`src/logic/i2c_secondary_pkg.sv`:
```
package i2c_secondary_pkg;
  // 7-bit bus address is this base with the select pin as bit 0
  localparam logic [6:0] ADDR_BASE       = 7'h0c;
  localparam logic [6:0] ADDR_SEL_LOW    = 7'h18;
  localparam logic [6:0] ADDR_SEL_HIGH   = 7'h19;
  localparam int         CLK_PERIOD_NS   = 10;
  localparam int         GLITCH_NS       = 50;
  // a spike up to the glitch width is rejected: need one cycle more than it spans
  localparam int         GLITCH_CYCLES   = GLITCH_NS / CLK_PERIOD_NS + 1;
  localparam int         STRETCH_MAX_NS  = 1000;
  // longest time rounds down
  localparam int         STRETCH_CYCLES  = STRETCH_MAX_NS / CLK_PERIOD_NS;
  // stretch actually used: short, well below the ceiling
  localparam int         STRETCH_USE     = 8;
  localparam logic [7:0] PTR_RESET       = 8'h00;
  localparam logic [7:0] DATA_RESET      = 8'h00;
endpackage

```
`src/logic/line_filter.sv`:
```
`timescale 1ns/1ns
`default_nettype none
// two-flop synchroniser followed by a stability filter
module line_filter #(
  parameter int CYCLES = 6
) (
  input  wire logic core_clk_in,
  input  wire logic rst_b_in,
  input  wire logic line_in,
  output var  logic line_out
);
  logic       meta_q;
  logic       sync_q;
  logic [3:0] cnt_q;

  always_ff @(posedge core_clk_in or negedge rst_b_in) begin
    if (!rst_b_in) begin
      meta_q <= 1'b1;
      sync_q <= 1'b1;
    end else begin
      meta_q <= line_in;
      sync_q <= meta_q;
    end
  end

  // output follows only after the new level held CYCLES clocks
  always_ff @(posedge core_clk_in or negedge rst_b_in) begin
    if (!rst_b_in) begin
      cnt_q    <= 4'h0;
      line_out <= 1'b1;
    end else if (sync_q == line_out) begin
      cnt_q <= 4'h0;
    end else if (cnt_q == 4'(CYCLES - 1)) begin
      cnt_q    <= 4'h0;
      line_out <= sync_q;
    end else begin
      cnt_q <= cnt_q + 4'h1;
    end
  end
endmodule
`default_nettype wire

```
`src/logic/i2c_secondary_port.sv`:
```
//
// Overview of operation
// - address 18h, or 19h with select high
// - address byte is seven bits plus direction
// - SDA fall with SCL high is start
// - SDA rise with SCL high is stop
// - selected only on exact address match
// - ninth clock of every byte is acknowledge
// - transmitter releases SDA during acknowledge
// - receiver holds SDA low through ack high
// - no limit on bytes per transfer
// - read stretch after primary ack, under 1us
// - primary nak ends read data driving
// - repeated start handled as a start
// - both lines released while idle
// - spikes up to 50 ns filtered out
// - first write byte is register pointer
// - pointer advances after each read byte
// - pointer advances after each written byte
`timescale 1ns/1ns
`default_nettype none
module i2c_secondary_port #(
  parameter int STRETCH = i2c_secondary_pkg::STRETCH_USE
) (
  input  wire logic       core_clk_in,
  input  wire logic       rst_b_in,
  input  wire logic       address_select_pin_in,
  input  wire logic       scl_in,
  output logic            scl_out,
  output logic            scl_oe_out,
  input  wire logic       sda_in,
  output logic            sda_out,
  output logic            sda_oe_out,
  output logic [7:0]      reg_addr_out,
  output logic [7:0]      wr_data_out,
  output logic            wr_strobe_out,
  output logic            rd_strobe_out,
  input  wire logic [7:0] rd_data_in,
  output logic            busy_out
);
  typedef enum {
    ST_IDLE, ST_ADDR, ST_ADDR_ACK, ST_PTR, ST_PTR_ACK,
    ST_WDATA, ST_WDATA_ACK, ST_RDATA, ST_RDATA_ACK, ST_IGNORE
  } state_e;

  //////////////////////////////////////////////////////////////////////////////
  // filtered line samples
  logic scl_f;
  logic sda_f;
  logic scl_prev_q;
  logic sda_prev_q;
  logic scl_rise;
  logic scl_fall;
  logic start_det;
  logic stop_det;

  line_filter #(.CYCLES(i2c_secondary_pkg::GLITCH_CYCLES)) scl_filt (
    .core_clk_in (core_clk_in),
    .rst_b_in    (rst_b_in),
    .line_in     (scl_in),
    .line_out    (scl_f)
  );
  line_filter #(.CYCLES(i2c_secondary_pkg::GLITCH_CYCLES)) sda_filt (
    .core_clk_in (core_clk_in),
    .rst_b_in    (rst_b_in),
    .line_in     (sda_in),
    .line_out    (sda_f)
  );

  always_ff @(posedge core_clk_in or negedge rst_b_in) begin
    if (!rst_b_in) begin
      scl_prev_q <= 1'b1;
      sda_prev_q <= 1'b1;
    end else begin
      scl_prev_q <= scl_f;
      sda_prev_q <= sda_f;
    end
  end

  assign scl_rise  = scl_f & ~scl_prev_q;
  assign scl_fall  = ~scl_f & scl_prev_q;
  assign start_det = scl_f & scl_prev_q & sda_prev_q & ~sda_f;
  assign stop_det  = scl_f & scl_prev_q & ~sda_prev_q & sda_f;

  //////////////////////////////////////////////////////////////////////////////
  // byte shifter and protocol state
  state_e      state_q;
  logic [3:0]  bit_cnt_q;
  logic [7:0]  shift_q;
  logic [7:0]  ptr_q;
  logic [7:0]  tx_q;
  logic        nak_q;
  logic [6:0]  own_addr;
  logic        stretch_req_q;
  logic [7:0]  byte_in;

  // the select pin is a board strap, but it still comes from outside the clock domain
  logic sel_meta_q;
  logic sel_sync_q;

  always_ff @(posedge core_clk_in or negedge rst_b_in) begin
    if (!rst_b_in) begin
      sel_meta_q <= 1'b0;
      sel_sync_q <= 1'b0;
    end else begin
      sel_meta_q <= address_select_pin_in;
      sel_sync_q <= sel_meta_q;
    end
  end

  assign own_addr = sel_sync_q ? i2c_secondary_pkg::ADDR_SEL_HIGH
                               : i2c_secondary_pkg::ADDR_SEL_LOW;
  assign byte_in  = {shift_q[6:0], sda_f};

  function automatic logic is_rx(input state_e s);
    is_rx = (s == ST_ADDR) || (s == ST_PTR) || (s == ST_WDATA);
  endfunction

  always_ff @(posedge core_clk_in or negedge rst_b_in) begin
    if (!rst_b_in) begin
      state_q   <= ST_IDLE;
      bit_cnt_q <= 4'h0;
      shift_q   <= i2c_secondary_pkg::DATA_RESET;
      nak_q     <= 1'b0;
    end else if (start_det) begin
      state_q   <= ST_ADDR;
      bit_cnt_q <= 4'h0;
    end else if (stop_det) begin
      state_q   <= ST_IDLE;
    end else if (scl_rise) begin
      if (is_rx(state_q)) begin
        shift_q   <= byte_in;
        bit_cnt_q <= bit_cnt_q + 4'h1;
      end
      case (state_q)
        ST_RDATA: begin
          bit_cnt_q <= bit_cnt_q + 4'h1;
        end
        ST_RDATA_ACK: begin
          nak_q <= sda_f;
        end
        default: begin
        end
      endcase
    end else if (scl_fall) begin
      case (state_q)
        ST_ADDR: begin
          if (bit_cnt_q == 4'h8) begin
            bit_cnt_q <= 4'h0;
            state_q   <= (shift_q[7:1] == own_addr) ? ST_ADDR_ACK : ST_IGNORE;
          end
        end
        ST_PTR, ST_WDATA: begin
          if (bit_cnt_q == 4'h8) begin
            bit_cnt_q <= 4'h0;
            state_q   <= (state_q == ST_PTR) ? ST_PTR_ACK : ST_WDATA_ACK;
          end
        end
        ST_ADDR_ACK: begin
          state_q <= shift_q[0] ? ST_RDATA : ST_PTR;
        end
        ST_PTR_ACK, ST_WDATA_ACK: begin
          state_q <= ST_WDATA;
        end
        ST_RDATA: begin
          if (bit_cnt_q == 4'h8) begin
            bit_cnt_q <= 4'h0;
            state_q   <= ST_RDATA_ACK;
          end
        end
        ST_RDATA_ACK: begin
          state_q <= nak_q ? ST_IGNORE : ST_RDATA;
        end
        default: begin
        end
      endcase
    end
  end

  //////////////////////////////////////////////////////////////////////////////
  // register pointer and data exchange with the register file
  logic link_fall;
  logic load_tx;

  // a fall that coincides with a start or stop belongs to that condition
  assign link_fall = !start_det && !stop_det && scl_fall;
  assign load_tx   = (state_q == ST_ADDR_ACK && shift_q[0]) ||
                     (state_q == ST_RDATA_ACK && !nak_q);

  function automatic logic byte_done(input logic [3:0] cnt);
    byte_done = (cnt == 4'h8);
  endfunction

  always_ff @(posedge core_clk_in or negedge rst_b_in) begin
    if (!rst_b_in) begin
      ptr_q <= i2c_secondary_pkg::PTR_RESET;
    end else if (link_fall) begin
      if (state_q == ST_PTR && byte_done(bit_cnt_q)) begin
        ptr_q <= shift_q;
      end else if (state_q == ST_WDATA_ACK) begin
        ptr_q <= ptr_q + 8'h01;
      end else if (load_tx) begin
        ptr_q <= ptr_q + 8'h01;
      end
    end
  end

  always_ff @(posedge core_clk_in or negedge rst_b_in) begin
    if (!rst_b_in) begin
      wr_data_out   <= i2c_secondary_pkg::DATA_RESET;
      wr_strobe_out <= 1'b0;
    end else begin
      wr_strobe_out <= 1'b0;
      if (link_fall && state_q == ST_WDATA && byte_done(bit_cnt_q)) begin
        wr_data_out   <= shift_q;
        wr_strobe_out <= 1'b1;
      end
    end
  end

  // the byte to send is taken at the fall that opens its first bit
  always_ff @(posedge core_clk_in or negedge rst_b_in) begin
    if (!rst_b_in) begin
      tx_q          <= i2c_secondary_pkg::DATA_RESET;
      rd_strobe_out <= 1'b0;
    end else begin
      rd_strobe_out <= 1'b0;
      if (link_fall && load_tx) begin
        tx_q          <= rd_data_in;
        rd_strobe_out <= 1'b1;
      end else if (link_fall && state_q == ST_RDATA) begin
        tx_q <= {tx_q[6:0], 1'b0};
      end
    end
  end

  always_ff @(posedge core_clk_in or negedge rst_b_in) begin
    if (!rst_b_in) begin
      reg_addr_out <= i2c_secondary_pkg::PTR_RESET;
    end else begin
      reg_addr_out <= ptr_q;
    end
  end

  //////////////////////////////////////////////////////////////////////////////
  // pin drivers: open drain, only ever pull low
  always_ff @(posedge core_clk_in or negedge rst_b_in) begin
    if (!rst_b_in) begin
      sda_oe_out <= 1'b0;
      sda_out    <= 1'b0;
    end else begin
      sda_out <= 1'b0;
      case (state_q)
        ST_ADDR_ACK, ST_PTR_ACK, ST_WDATA_ACK: sda_oe_out <= 1'b1;
        // only a zero bit pulls the line; released in the ack slot
        ST_RDATA: sda_oe_out <= (bit_cnt_q != 4'h8 || scl_f) ? ~tx_q[7] : 1'b0;
        default: sda_oe_out <= 1'b0;
      endcase
      if (start_det || stop_det) begin
        sda_oe_out <= 1'b0;
      end
    end
  end

  // short stretch after the primary ack starts at the same fall that takes the byte from the register file;
  // the cap keeps it inside the documented limit regardless of STRETCH
  logic [7:0] stretch_cnt_q;
  localparam int STRETCH_EFF = (STRETCH < i2c_secondary_pkg::STRETCH_CYCLES) ?
                               STRETCH : i2c_secondary_pkg::STRETCH_CYCLES;

  always_ff @(posedge core_clk_in or negedge rst_b_in) begin
    if (!rst_b_in) begin
      stretch_req_q <= 1'b0;
      stretch_cnt_q <= 8'h00;
    end else if (start_det || stop_det) begin
      stretch_req_q <= 1'b0;
    end else if (scl_fall && state_q == ST_RDATA_ACK && !nak_q) begin
      stretch_req_q <= 1'b1;
      stretch_cnt_q <= 8'(STRETCH_EFF);
    end else if (stretch_req_q) begin
      if (stretch_cnt_q <= 8'h01) begin
        stretch_req_q <= 1'b0;
      end
      stretch_cnt_q <= stretch_cnt_q - 8'h01;
    end
  end

  always_ff @(posedge core_clk_in or negedge rst_b_in) begin
    if (!rst_b_in) begin
      scl_oe_out <= 1'b0;
      scl_out    <= 1'b0;
      busy_out   <= 1'b0;
    end else begin
      scl_out    <= 1'b0;
      scl_oe_out <= stretch_req_q && !(stretch_cnt_q <= 8'h01);
      busy_out   <= (state_q != ST_IDLE) && !stop_det;
    end
  end
endmodule
`default_nettype wire

```
`config.mk`:
```
export PLATFORM = sky130hd
export DESIGN_NAME = i2c_secondary_port
export DESIGN_NICKNAME = d
export VERILOG_FILES = /design/src/logic/i2c_secondary_pkg.sv /design/src/logic/line_filter.sv /design/src/logic/i2c_secondary_port.sv
export SDC_FILE = /design/constraint.sdc
export NUM_CORES = 1
export LEC_CHECK = 0
export BUFFER_PORTS_ARGS = -buffer_cell sky130_fd_sc_hd__buf_2
export CAP_MARGIN = 20
export CORE_MARGIN = 2
export CORE_UTILIZATION = 40
export DETAILED_ROUTE_END_ITERATION = 16
export PLACE_DENSITY_LB_ADDON = 0.08
export SLEW_MARGIN = 10
export SYNTH_ARGS = -nofsm -noshare
export SYNTH_HDL_FRONTEND = slang
export SYNTH_HIERARCHICAL = 1
export SYNTH_SLANG_ARGS = --single-unit
```
`constraint.sdc`:
```
create_clock -name core_clk_in -period 3.6 [get_ports core_clk_in]
set_input_delay 0.72 -clock core_clk_in [delete_from_list [all_inputs] [get_ports core_clk_in]]
set_output_delay 0.72 -clock core_clk_in [all_outputs]
set_load 0.01 [all_outputs]
```
==> results of run 1 <==
[area by class of cell]
cell class              instances  area [sq um]  area share [%]
flip-flops and latches         81          2040            46.4
clock buffers                  11           141            3.22
clock inverters                 5           103            2.34
repair buffers                 38           205            4.67
well taps                     129           161            3.68
multi-input cells             250          1670            38.1
inverters                      19          71.3            1.62
[through the flow]
stage,area (sq um),total power (uW),hold slack (ns)
finish,4390,2290,0.305
global route,4390,2420,0.341
CTS,4390,2320,0.322
detailed placement,4150,1510,0.335
global placement,4150,1500,0.338
floorplan,3850,1390,0.331
[worst paths after layout]
check,start,endpoint,depth (start not counted)
max,scl_prev_q$_DFF_PN1_,stretch_cnt_q[7]$_DFFE_PN0P_,5
min,rst_b_in,scl_oe_out$_DFF_PN0_,1
max reg2reg,scl_prev_q$_DFF_PN1_,stretch_cnt_q[7]$_DFFE_PN0P_,5
min reg2reg,sel_meta_q$_DFF_PN0_,sel_sync_q$_DFF_PN0_,0
max in group asynchronous,rst_b_in,scl_prev_q$_DFF_PN1_,2
min in group core_clk_in,sel_meta_q$_DFF_PN0_,sel_sync_q$_DFF_PN0_,0
[registers in the layout, summed over array words and instances, names as in the netlist, 4 cells and up]
register	flops
scl_filt/cnt_q	4
ptr_q	8
bit_cnt_q	4
stretch_cnt_q	8
state_q	4
tx_q	8
sda_filt/cnt_q	4
shift_q	8
reg_addr_out	8
wr_data_out	8
[power by group through the flow]
| stage | combinational [uW] | sequential [uW] | clock [uW] |
|---|---|---|---|
| floorplan | 312 | 1080 | 0 |
| global placement | 370 | 1130 | 0 |
| detailed placement | 378 | 1130 | 0 |
| CTS | 379 | 1120 | 822 |
| global route | 431 | 1130 | 860 |
| finish | 372 | 1120 | 798 |
[synthesized netlist by cell type, types with 6 or more instances]
library cell  count
dfrtp_1          73
nand2_1          39
nor2_1           28
o21ai_0          25
inv_1            17
mux2_2           15
ha_1             13
a21oi_1          11
a22oi_1          10
clkbuf_1          8
dfstp_2           8
nand3_1           8
nor3_1            7
nor4_1            6
xor2_1            6
[worst max-delay path, cell delays in order (launching register included)]
cell,delay (ns)
dfstp_2,0.55
ha_1,0.50
clkinv_1,0.42
nor4b_2,0.76
nor2_1,0.19
a22o_1,0.24
[cells in the final DEF, fill, tap and decap left out, types with 3 or more instances in the layout]
cell and n:
a22oi_1 10, and3_1 3, or2_2 3, buf_2 32, o31ai_1 3, dfrtp_1 73
a21oi_1 11, nand2_1 39, clkbuf_8 10, nor2_1 28, o21ai_0 25, or3_1 4
a211o_1 3, dfstp_2 8, o22ai_1 3, buf_4 6, a31oi_1 3, xor2_1 6
nand2b_1 5, nand4_1 4, ha_1 13, or4_1 3, nand3_1 8, inv_1 17
mux2_2 15, nand3b_1 5, nor3_1 7, a22o_1 4, nor4_1 6, bufinv_16 3
[cells by family after synthesis]
group           synth area share, %
other cells                  0.0975
xor+xnor                       1.82
buf+inv                        3.84
flops                          53.0
simple gates                   17.2
fa+ha+maj                      4.23
compound gates                 14.4
mux                            5.43
[routing by layer]
layer | vias up | wire [microns] | global-route usage [%]
met5 | - | 0 | 0
met4 | 0 | 91 | 5.23
met3 | 8 | 415 | 3.90
met2 | 74 | 3190 | 23.0
met1 | 1390 | 3870 | 23.1
li1 | 1367 | - | -
==> impl_metrics.py, run 1 <==
metrics = {
    "worst_setup_path": {
        "worstPathRequired_ns": 3.84,
        "crit_path_end_kind": "register",
        "critPathMaxFanout": 16,
        "crit_type": "reg2reg",
        "rrSetupSlack_ns": 0.83,
        "critPathLaunchType": "register",
        "crit_arrival_ns": 3.01,
    },
    "global_route": {
        "grt_max_degree": 36,
        "grt_pass1_wl_microns": 13000,
        "gr-total-overflow": 0,
        "grt_usage_pct": 15.8,
        "grt_pass1_vias": 2627,
        "antenna_found_initial": 0,
    },
    "route": {
        "vias": 2839,
        "drt_wl_total_microns": 7570,
        "viasPerCell": 5.33,
        "ant_nets": 0,
        "drc_errors": 0,
        "routedWlPerCell_microns": 14.2,
        "drt_iter0_drc": 202,
        "first_pass_iters": 4,
    },
    "cts": {
        "numCtsBuffers": 9,
        "cts_sinks": 81,
        "ctsResizeCount": 0,
        "clockRootBuffer": "clkbuf_8",
        "clkTransAtPathRegs_ns": 0.08,
        "clk_latency_ns": 0.35,
        "cts_tree": "done",
        "postCtsHoldBufs": 0,
        "cts_htree_levels": 3,
        "clockBufferDepth": 2,
        "post_cts_buffers": 0,
    },
    "power": {
        "leakagePower_uw": 0.00207,
        "clock_power_share_pct": 34.9,
        "vdd_drop_max_mv": 0.251,
        "pwr-share-comb_pct": 16.3,
        "power_density_mw_per_mm2": 521,
        "p_sw_uw": 661,
        "seqPwrFrac_pct": 48.8,
        "internal_power_uw": 1630,
        "switching_share_pct": 28.9,
    },
    "floorplan": {
        "die_x_microns": 102,
        "dieArea_sq_mm": 0.0104,
        "start_util_pct": 41.4,
        "fp.dieH_microns": 102,
        "io_pins": 36,
        "rows": 35,
        "coreArea_sq_mm": 0.00928,
    },
    "status": {
        "status": "finished, final reports clean",
    },
    "final_layout": {
        "flow.area_growth_from_synthesis_pct": 14.2,
        "layout-drive-gt1-share_pct": 22.5,
        "antenna_cells": 0,
        "nets": 425,
        "fin_cells": 533,
        "fillers": 918,
        "final_util_pct": 47.3,
    },
    "synth": {
        "synth_top_area_share_pct": 47.5,
        "synth_cells": 363,
        "yosysWarnings": 6,
        "syn_area_sq_mm": 0.00385,
        "synthFlopType": "dfrtp_1",
        "synth_area_leaders": "dfrtp_1 47%, dfstp_2 5.5%, mux2_2 4.4%",
        "synth_enable_flop_cells": 0,
        "ys_seq_elements": 81,
        "ys_types": 62,
        "yosysTopAreaCell": "dfrtp_1",
        "syn_area_per_cell_sq_um": 10.6,
        "ys_seq_area_share_pct": 53.0,
        "synthArstFlopShare_pct": 100,
    },
    "sta": {
        "final.setup.tns_ns": 0,
        "hold_viol": 0,
        "clock.fmax_mhz": 361,
        "fin_crit_sh_pct": 76.9,
        "worst_pin_slew_ns": 0.748,
        "drv_slew": 0,
        "postLayoutSetupSlackWorst_ns": 0.832,
        "fin_crit_ns": 2.77,
        "slew_headroom_pct": 50.0,
        "skew_ns": 0.00629,
        "rsz0062_at_grt": "no",
        "setup_viol": 0,
    },
    "placed_design": {
        "dp_cells": 517,
        "portBuffers": 33,
        "place_ws_ns": 0.821,
        "gp_congestion": 0.844,
        "dp_hpwl_microns": 5280,
    },
    "min_path": {
        "hold_class": "in2async",
    },
    "run": {
        "max_cap_viol_count": 0,
    },
}
(Power assumes the default switching activity.)
==> run 2: changes to the inputs <==
==> constraint.sdc (replaced) <==
create_clock -name core_clk_in -period 2.25 [get_ports core_clk_in]
set_input_delay 0.45 -clock core_clk_in [delete_from_list [all_inputs] [get_ports core_clk_in]]
set_output_delay 0.45 -clock core_clk_in [all_outputs]
set_load 0.01 [all_outputs]
==> run 2 against run 1 <==
Register-to-register slack lost 0.71 ns. Sequential power grew 55%. Largest cell class unchanged. Power grew 48%. Non-clock buffer count grew 12.
==> impl_metrics.py, run 2 (same netlist as run 1, synthesis figures left out) <==
metrics = {
    "worst_setup_path": {
        "cp-endpoint": "bit_cnt_q[3]$_DFFE_PN0P_",
        "regToRegStartpoint": "scl_filt/line_out$_DFFE_PN1P_",
        "cpPeakStageDelay_ns": 0.62,
        "r2r_cells": 7,
        "crit_path_end_kind": "register",
        "path_delay_family": "flip-flops",
        "rrSetupSlack_ns": 0.13,
        "startpoint": "scl_filt/line_out$_DFFE_PN1P_",
        "critPathMaxFanout": 8,
        "crit_type": "reg2reg",
        "crit_buf_inv": 1,
        "crit_arrival_ns": 2.41,
        "slowest_stage": "dfstp_2",
        "reg2reg_to": "bit_cnt_q[3]$_DFFE_PN0P_",
        "worstPathRequired_ns": 2.54,
        "cp_cell_sequence": "inv_1 > ha_1 > a21oi_1 > a2bb2oi_2 > o21ai_2 > or4_1 > nand2_1",
        "cp_num_cells": 7,
        "critPathLaunchType": "register",
    },
    "power": {
        "seqPwrFrac_pct": 51.5,
        "power_density_mw_per_mm2": 763,
        "p_sw_uw": 1080,
        "internal_power_uw": 2300,
        "power_uw": 3370,
        "vdd_drop_max_mv": 0.394,
        "switching_share_pct": 31.9,
        "clock_power_share_pct": 26.8,
        "leakagePower_uw": 0.00209,
        "pwr-share-comb_pct": 21.6,
    },
    "final_layout": {
        "fillers": 911,
        "final_util_pct": 47.7,
        "layout-drive-gt1-share_pct": 25.2,
        "final_cell_mix": "73 x dfrtp_1, 39 x nand2_1, 32 x buf_2, 28 x nor2_1, 25 x o21ai_0",
        "final_common_cell": "dfrtp_1",
        "nets": 437,
        "flow.area_growth_from_synthesis_pct": 15.1,
        "antenna_cells": 0,
    },
    "cts": {
        "cts_sinks": 81,
        "clockRootBuffer": "clkbuf_8",
        "clockBufferDepth": 2,
        "clkTransAtPathRegs_ns": 0.08,
        "ctsResizeCount": 0,
        "postCtsHoldBufs": 0,
        "cts_tree": "done",
        "numCtsBuffers": 9,
        "post_cts_buffers": 0,
        "clk_latency_ns": 0.35,
        "cts_htree_levels": 3,
    },
    "placed_design": {
        "portBuffers": 33,
        "dp_hpwl_microns": 5500,
        "gp_congestion": 0.849,
        "place_ws_ns": 0.0406,
    },
    "sta": {
        "clock.fmax_mhz": 471,
        "rsz0062_at_grt": "no",
        "hold_viol": 0,
        "drv_slew": 0,
        "final.setup.tns_ns": 0,
        "postLayoutSetupSlackWorst_ns": 0.126,
        "setup_viol": 0,
        "skew_ns": 0.00832,
        "fin_crit_ns": 2.12,
        "fin_crit_sh_pct": 94.4,
    },
    "route": {
        "drc_errors": 0,
        "viasPerCell": 5.14,
        "ant_nets": 0,
        "routedWlPerCell_microns": 14.0,
        "first_pass_iters": 4,
        "drt_iter0_drc": 115,
        "vias": 2803,
        "drt_wl_total_microns": 7620,
    },
    "global_route": {
        "gr-total-overflow": 0,
        "grt_usage_pct": 16.0,
        "grt_pass1_vias": 2673,
        "grt_max_degree": 37,
        "antenna_found_initial": 0,
        "grt_pass1_wl_microns": 13100,
    },
    "floorplan": {
        "dieArea_sq_mm": 0.0104,
        "rows": 35,
        "fp.dieH_microns": 102,
        "io_pins": 36,
        "start_util_pct": 41.4,
        "coreArea_sq_mm": 0.00928,
        "die_x_microns": 102,
    },
    "min_path": {
        "hold_class": "in2async",
    },
    "run": {
        "max_cap_viol_count": 0,
    },
    "status": {
        "status": "finished, final reports clean",
    },
}
[run 2: cell types whose count changed in the layout (fill, tap and decap cells not counted), sizes merged]
cell      before  now
clkinv         2    3
buf           38   50
bufinv         3    0
clkinvlp       1    3
[run 2: worst min-delay path by stage]
stage | startpoint | to | slack (ns)
2_1_floorplan | rst_b_in | bit_cnt_q[0]$_DFFE_PN0P_ | 0.15
3_3_place_gp | sel_meta_q$_DFF_PN0_ | sel_sync_q$_DFF_PN0_ | 0.34
3_5_place_dp | sel_meta_q$_DFF_PN0_ | sel_sync_q$_DFF_PN0_ | 0.35
4_1_cts | rst_b_in | tx_q[4]$_DFFE_PN0P_ | 0.06
5_1_grt | rst_b_in | bit_cnt_q[0]$_DFFE_PN0P_ | 0.09
6_report | rst_b_in | stretch_cnt_q[0]$_DFFE_PN0P_ | 0.06
[run 2: cell type report]
type                            instances  area [sq um]  area share, %
Clock buffer                           11           131           2.97
Clock inverter                          5          32.5          0.735
Inverter                               19          71.3           1.61
Multi-Input combinational cell        250          1680           38.1
Sequential cell                        81          2040           46.0
Tap cell                              129           161           3.65
Timing Repair Buffer                   50           308           6.96
[run 2: power by group through the flow]
stage	Sequential, uW	Clock (uW)	Combinational [uW]
3_3_place_gp	1760	0	697
4_1_cts	1740	946	712
3_5_place_dp	1760	0	710
6_report	1740	905	730
5_1_grt	1760	1010	824
2_1_floorplan	1720	0	499
[run 2: routing by layer]
layer  wire [microns]  share of wire (%)  GRT usage (%)  vias up
met5                0                  0              0        -
met4               95                1.2           5.85        0
met3              271                3.6           3.42       10
met2             3410                 45           23.9       43
met1             3840                 50           22.9     1358
li1                 -                  -              -     1392
[run 2: per-stage QoR]
step	hold WS [ns]	std cells	instance area (sq um)
2_1_floorplan	0.154	364	3850
4_1_cts	0.0637	545	4410
5_1_grt	0.0879	545	4430
6_report	0.0557	545	4430
3_5_place_dp	0.346	529	4250
3_3_place_gp	0.337	529	4250
==> run 3: changes to the inputs <==
--- a/config.mk
+++ b/config.mk
@@ -5,6 +5,7 @@
 export SDC_FILE = /design/constraint.sdc
 export NUM_CORES = 1
 export LEC_CHECK = 0
+export ABC_AREA = 1
 export BUFFER_PORTS_ARGS = -buffer_cell sky130_fd_sc_hd__buf_2
 export CAP_MARGIN = 20
 export CORE_MARGIN = 2
==> run 3 against run 2 <==
Setup slack improved by 0.20 ns. Clock skew about the same. Combinational power grew 99%. Cell area increased by 2.7%. Sequential cell count is the same. Die area rose by 4.3%. Non-clock buffer count decreased by 16. Synthesized cell count is 31% higher. Critical path type unchanged. Critical endpoint is now wr_data_out[1]$_DFFE_PN0P_. Largest cell class unchanged.
==> impl_metrics.py, run 3 <==
metrics = {
    "status": {
        "status": "finished, final reports clean",
    },
    "global_route": {
        "grt_max_degree": 46,
        "grt_pass1_vias": 2907,
        "antenna_found_initial": 0,
        "gr-total-overflow": 0,
        "grt_pass1_wl_microns": 13600,
        "grt_usage_pct": 15.5,
    },
    "synth": {
        "synth_enable_flop_cells": 0,
        "synth_top_area_share_pct": 45.4,
        "yosysTopAreaCell": "dfrtp_1",
        "synth_area_leaders": "dfrtp_1 45%, nand2_1 13%, dfstp_2 5.2%",
        "syn_area_sq_mm": 0.00402,
        "ys_seq_area_share_pct": 50.7,
        "ys_types": 36,
        "synthArstFlopShare_pct": 100,
        "syn_area_per_cell_sq_um": 8.48,
        "synth_commonest_cells": "143 x nand2_1, 73 x dfrtp_1, 47 x inv_1",
        "ys_seq_elements": 81,
        "yosysMostFrequentCell": "nand2_1",
        "synthFlopType": "dfrtp_1",
        "yosysWarnings": 6,
        "synth_cells": 474,
    },
    "final_layout": {
        "final_cell_mix": "143 x nand2_1, 73 x dfrtp_1, 47 x inv_1, 41 x nand3_1, 38 x nor2_1",
        "fin_area_sq_mm": 0.00454,
        "nets": 539,
        "flow.area_growth_from_synthesis_pct": 13.0,
        "final_common_cell": "nand2_1",
        "layout-drive-gt1-share_pct": 19.5,
        "antenna_cells": 0,
        "final_util_pct": 46.5,
    },
    "sta": {
        "skew_ns": 0.00798,
        "hold_viol": 0,
        "fin_crit_sh_pct": 85.5,
        "setup_viol": 0,
        "clock.fmax_mhz": 520,
        "rsz0062_at_grt": "no",
        "drv_slew": 0,
        "final.setup.tns_ns": 0,
        "postLayoutSetupSlackWorst_ns": 0.327,
        "fin_crit_ns": 1.92,
    },
    "floorplan": {
        "coreArea_sq_mm": 0.00977,
        "dieArea_sq_mm": 0.0109,
        "fp.dieH_microns": 104,
        "io_pins": 36,
        "die_x_microns": 104,
        "rows": 36,
        "start_util_pct": 41.1,
    },
    "cts": {
        "clockRootBuffer": "clkbuf_8",
        "cts_htree_levels": 3,
        "numCtsBuffers": 9,
        "postCtsHoldBufs": 0,
        "post_cts_buffers": 0,
        "clkTransAtPathRegs_ns": 0.08,
        "ctsResizeCount": 0,
        "clockBufferDepth": 2,
        "clk_latency_ns": 0.36,
        "cts_sinks": 81,
        "cts_tree": "done",
    },
    "route": {
        "drt_iter0_drc": 107,
        "viasPerCell": 4.70,
        "routedWlPerCell_microns": 11.7,
        "first_pass_iters": 4,
        "drc_errors": 0,
        "ant_nets": 0,
        "drt_wl_total_microns": 7590,
        "vias": 3057,
    },
    "placed_design": {
        "gp_congestion": 0.858,
        "dp_hpwl_microns": 5650,
        "portBuffers": 33,
        "place_ws_ns": 0.345,
        "dpl_cell_area_sq_mm": 0.00432,
    },
    "worst_setup_path": {
        "crit_type": "reg2reg",
        "critPathMaxFanout": 15,
        "reg2reg_to": "wr_data_out[1]$_DFFE_PN0P_",
        "rrSetupSlack_ns": 0.33,
        "crit_path_end_kind": "register",
        "r2r_cells": 6,
        "crit_arrival_ns": 2.17,
        "regToRegStartpoint": "scl_prev_q$_DFF_PN1_",
        "worstPathRequired_ns": 2.49,
        "critPathLaunchType": "register",
    },
    "run": {
        "max_cap_viol_count": 0,
    },
    "power": {
        "power_density_mw_per_mm2": 1040,
        "vdd_drop_max_mv": 0.710,
        "leakagePower_uw": 0.00231,
    },
    "min_path": {
        "hold_class": "in2async",
    },
}
[run 3: cell families (layout without fill, tap and decap cells)]
logic type / count (synthesis) / in the layout / share of synthesized area (%)
xor gates and xnor gates: 7 / 7 / 1.53
AOI/OAI and AO/OA: 52 / 52 / 7.81
DFF: 81 / 81 / 50.7
buffers and inverters: 63 / 106 / 6.72
and+or+nand+nor: 257 / 257 / 29.1
adders and majority gates: 13 / 13 / 4.05
other: 1 / 2 / 0.0933
[run 3: cell type report]
type | instances | area [sq um]
clock inverter | 5 | 78.8
tap | 133 | 166
multi-input combinational | 331 | 1720
inverter | 56 | 215
clock buffer | 11 | 141
timing repair buffer | 34 | 188
fill | 983 | 5230
sequential | 81 | 2040
[run 3: worst max path at each step]
stage                                        startpoint                           end  slack [ns]
after floorplan           scl_filt/line_out$_DFFE_PN1P_  stretch_cnt_q[2]$_DFFE_PN0P_        0.58
after global placement             scl_prev_q$_DFF_PN1_    wr_data_out[5]$_DFFE_PN0P_        0.39
after detailed placement           scl_prev_q$_DFF_PN1_    wr_data_out[6]$_DFFE_PN0P_        0.35
after CTS                          scl_prev_q$_DFF_PN1_    wr_data_out[5]$_DFFE_PN0P_        0.33
after global routing      scl_filt/line_out$_DFFE_PN1P_  stretch_cnt_q[0]$_DFFE_PN0P_        0.16
final                              scl_prev_q$_DFF_PN1_    wr_data_out[1]$_DFFE_PN0P_        0.33
[run 3: through the flow]
step	total power, uW	hold WS [ns]	cells
after global routing	5120	0.0646	651
after detailed placement	3580	0.345	635
after global placement	3560	0.345	635
after CTS	4780	0.0543	651
final	4710	0.0397	651
after floorplan	3210	0.154	475
[run 3: where the power goes]
group	switching (uW)	internal [uW]
Sequential	292	1800
Combinational	924	527
Clock	518	653
Total	1730	2980
[run 3: worst max-delay path: stages (launching register included)]
cell     delay [ns]
dfstp_2        0.54
ha_1           0.40
inv_1          0.23
nor3_4         0.29
inv_2          0.18
nand2_1        0.11
o21ai_2        0.05
[run 3: per-layer routing]
metal	track usage [%]	vias up	part of all wire, %
li1	-	1575	-
met1	20.5	1428	48
met2	24.3	44	46
met3	5.51	10	4.3
met4	4.15	0	1.4
met5	0	-	0
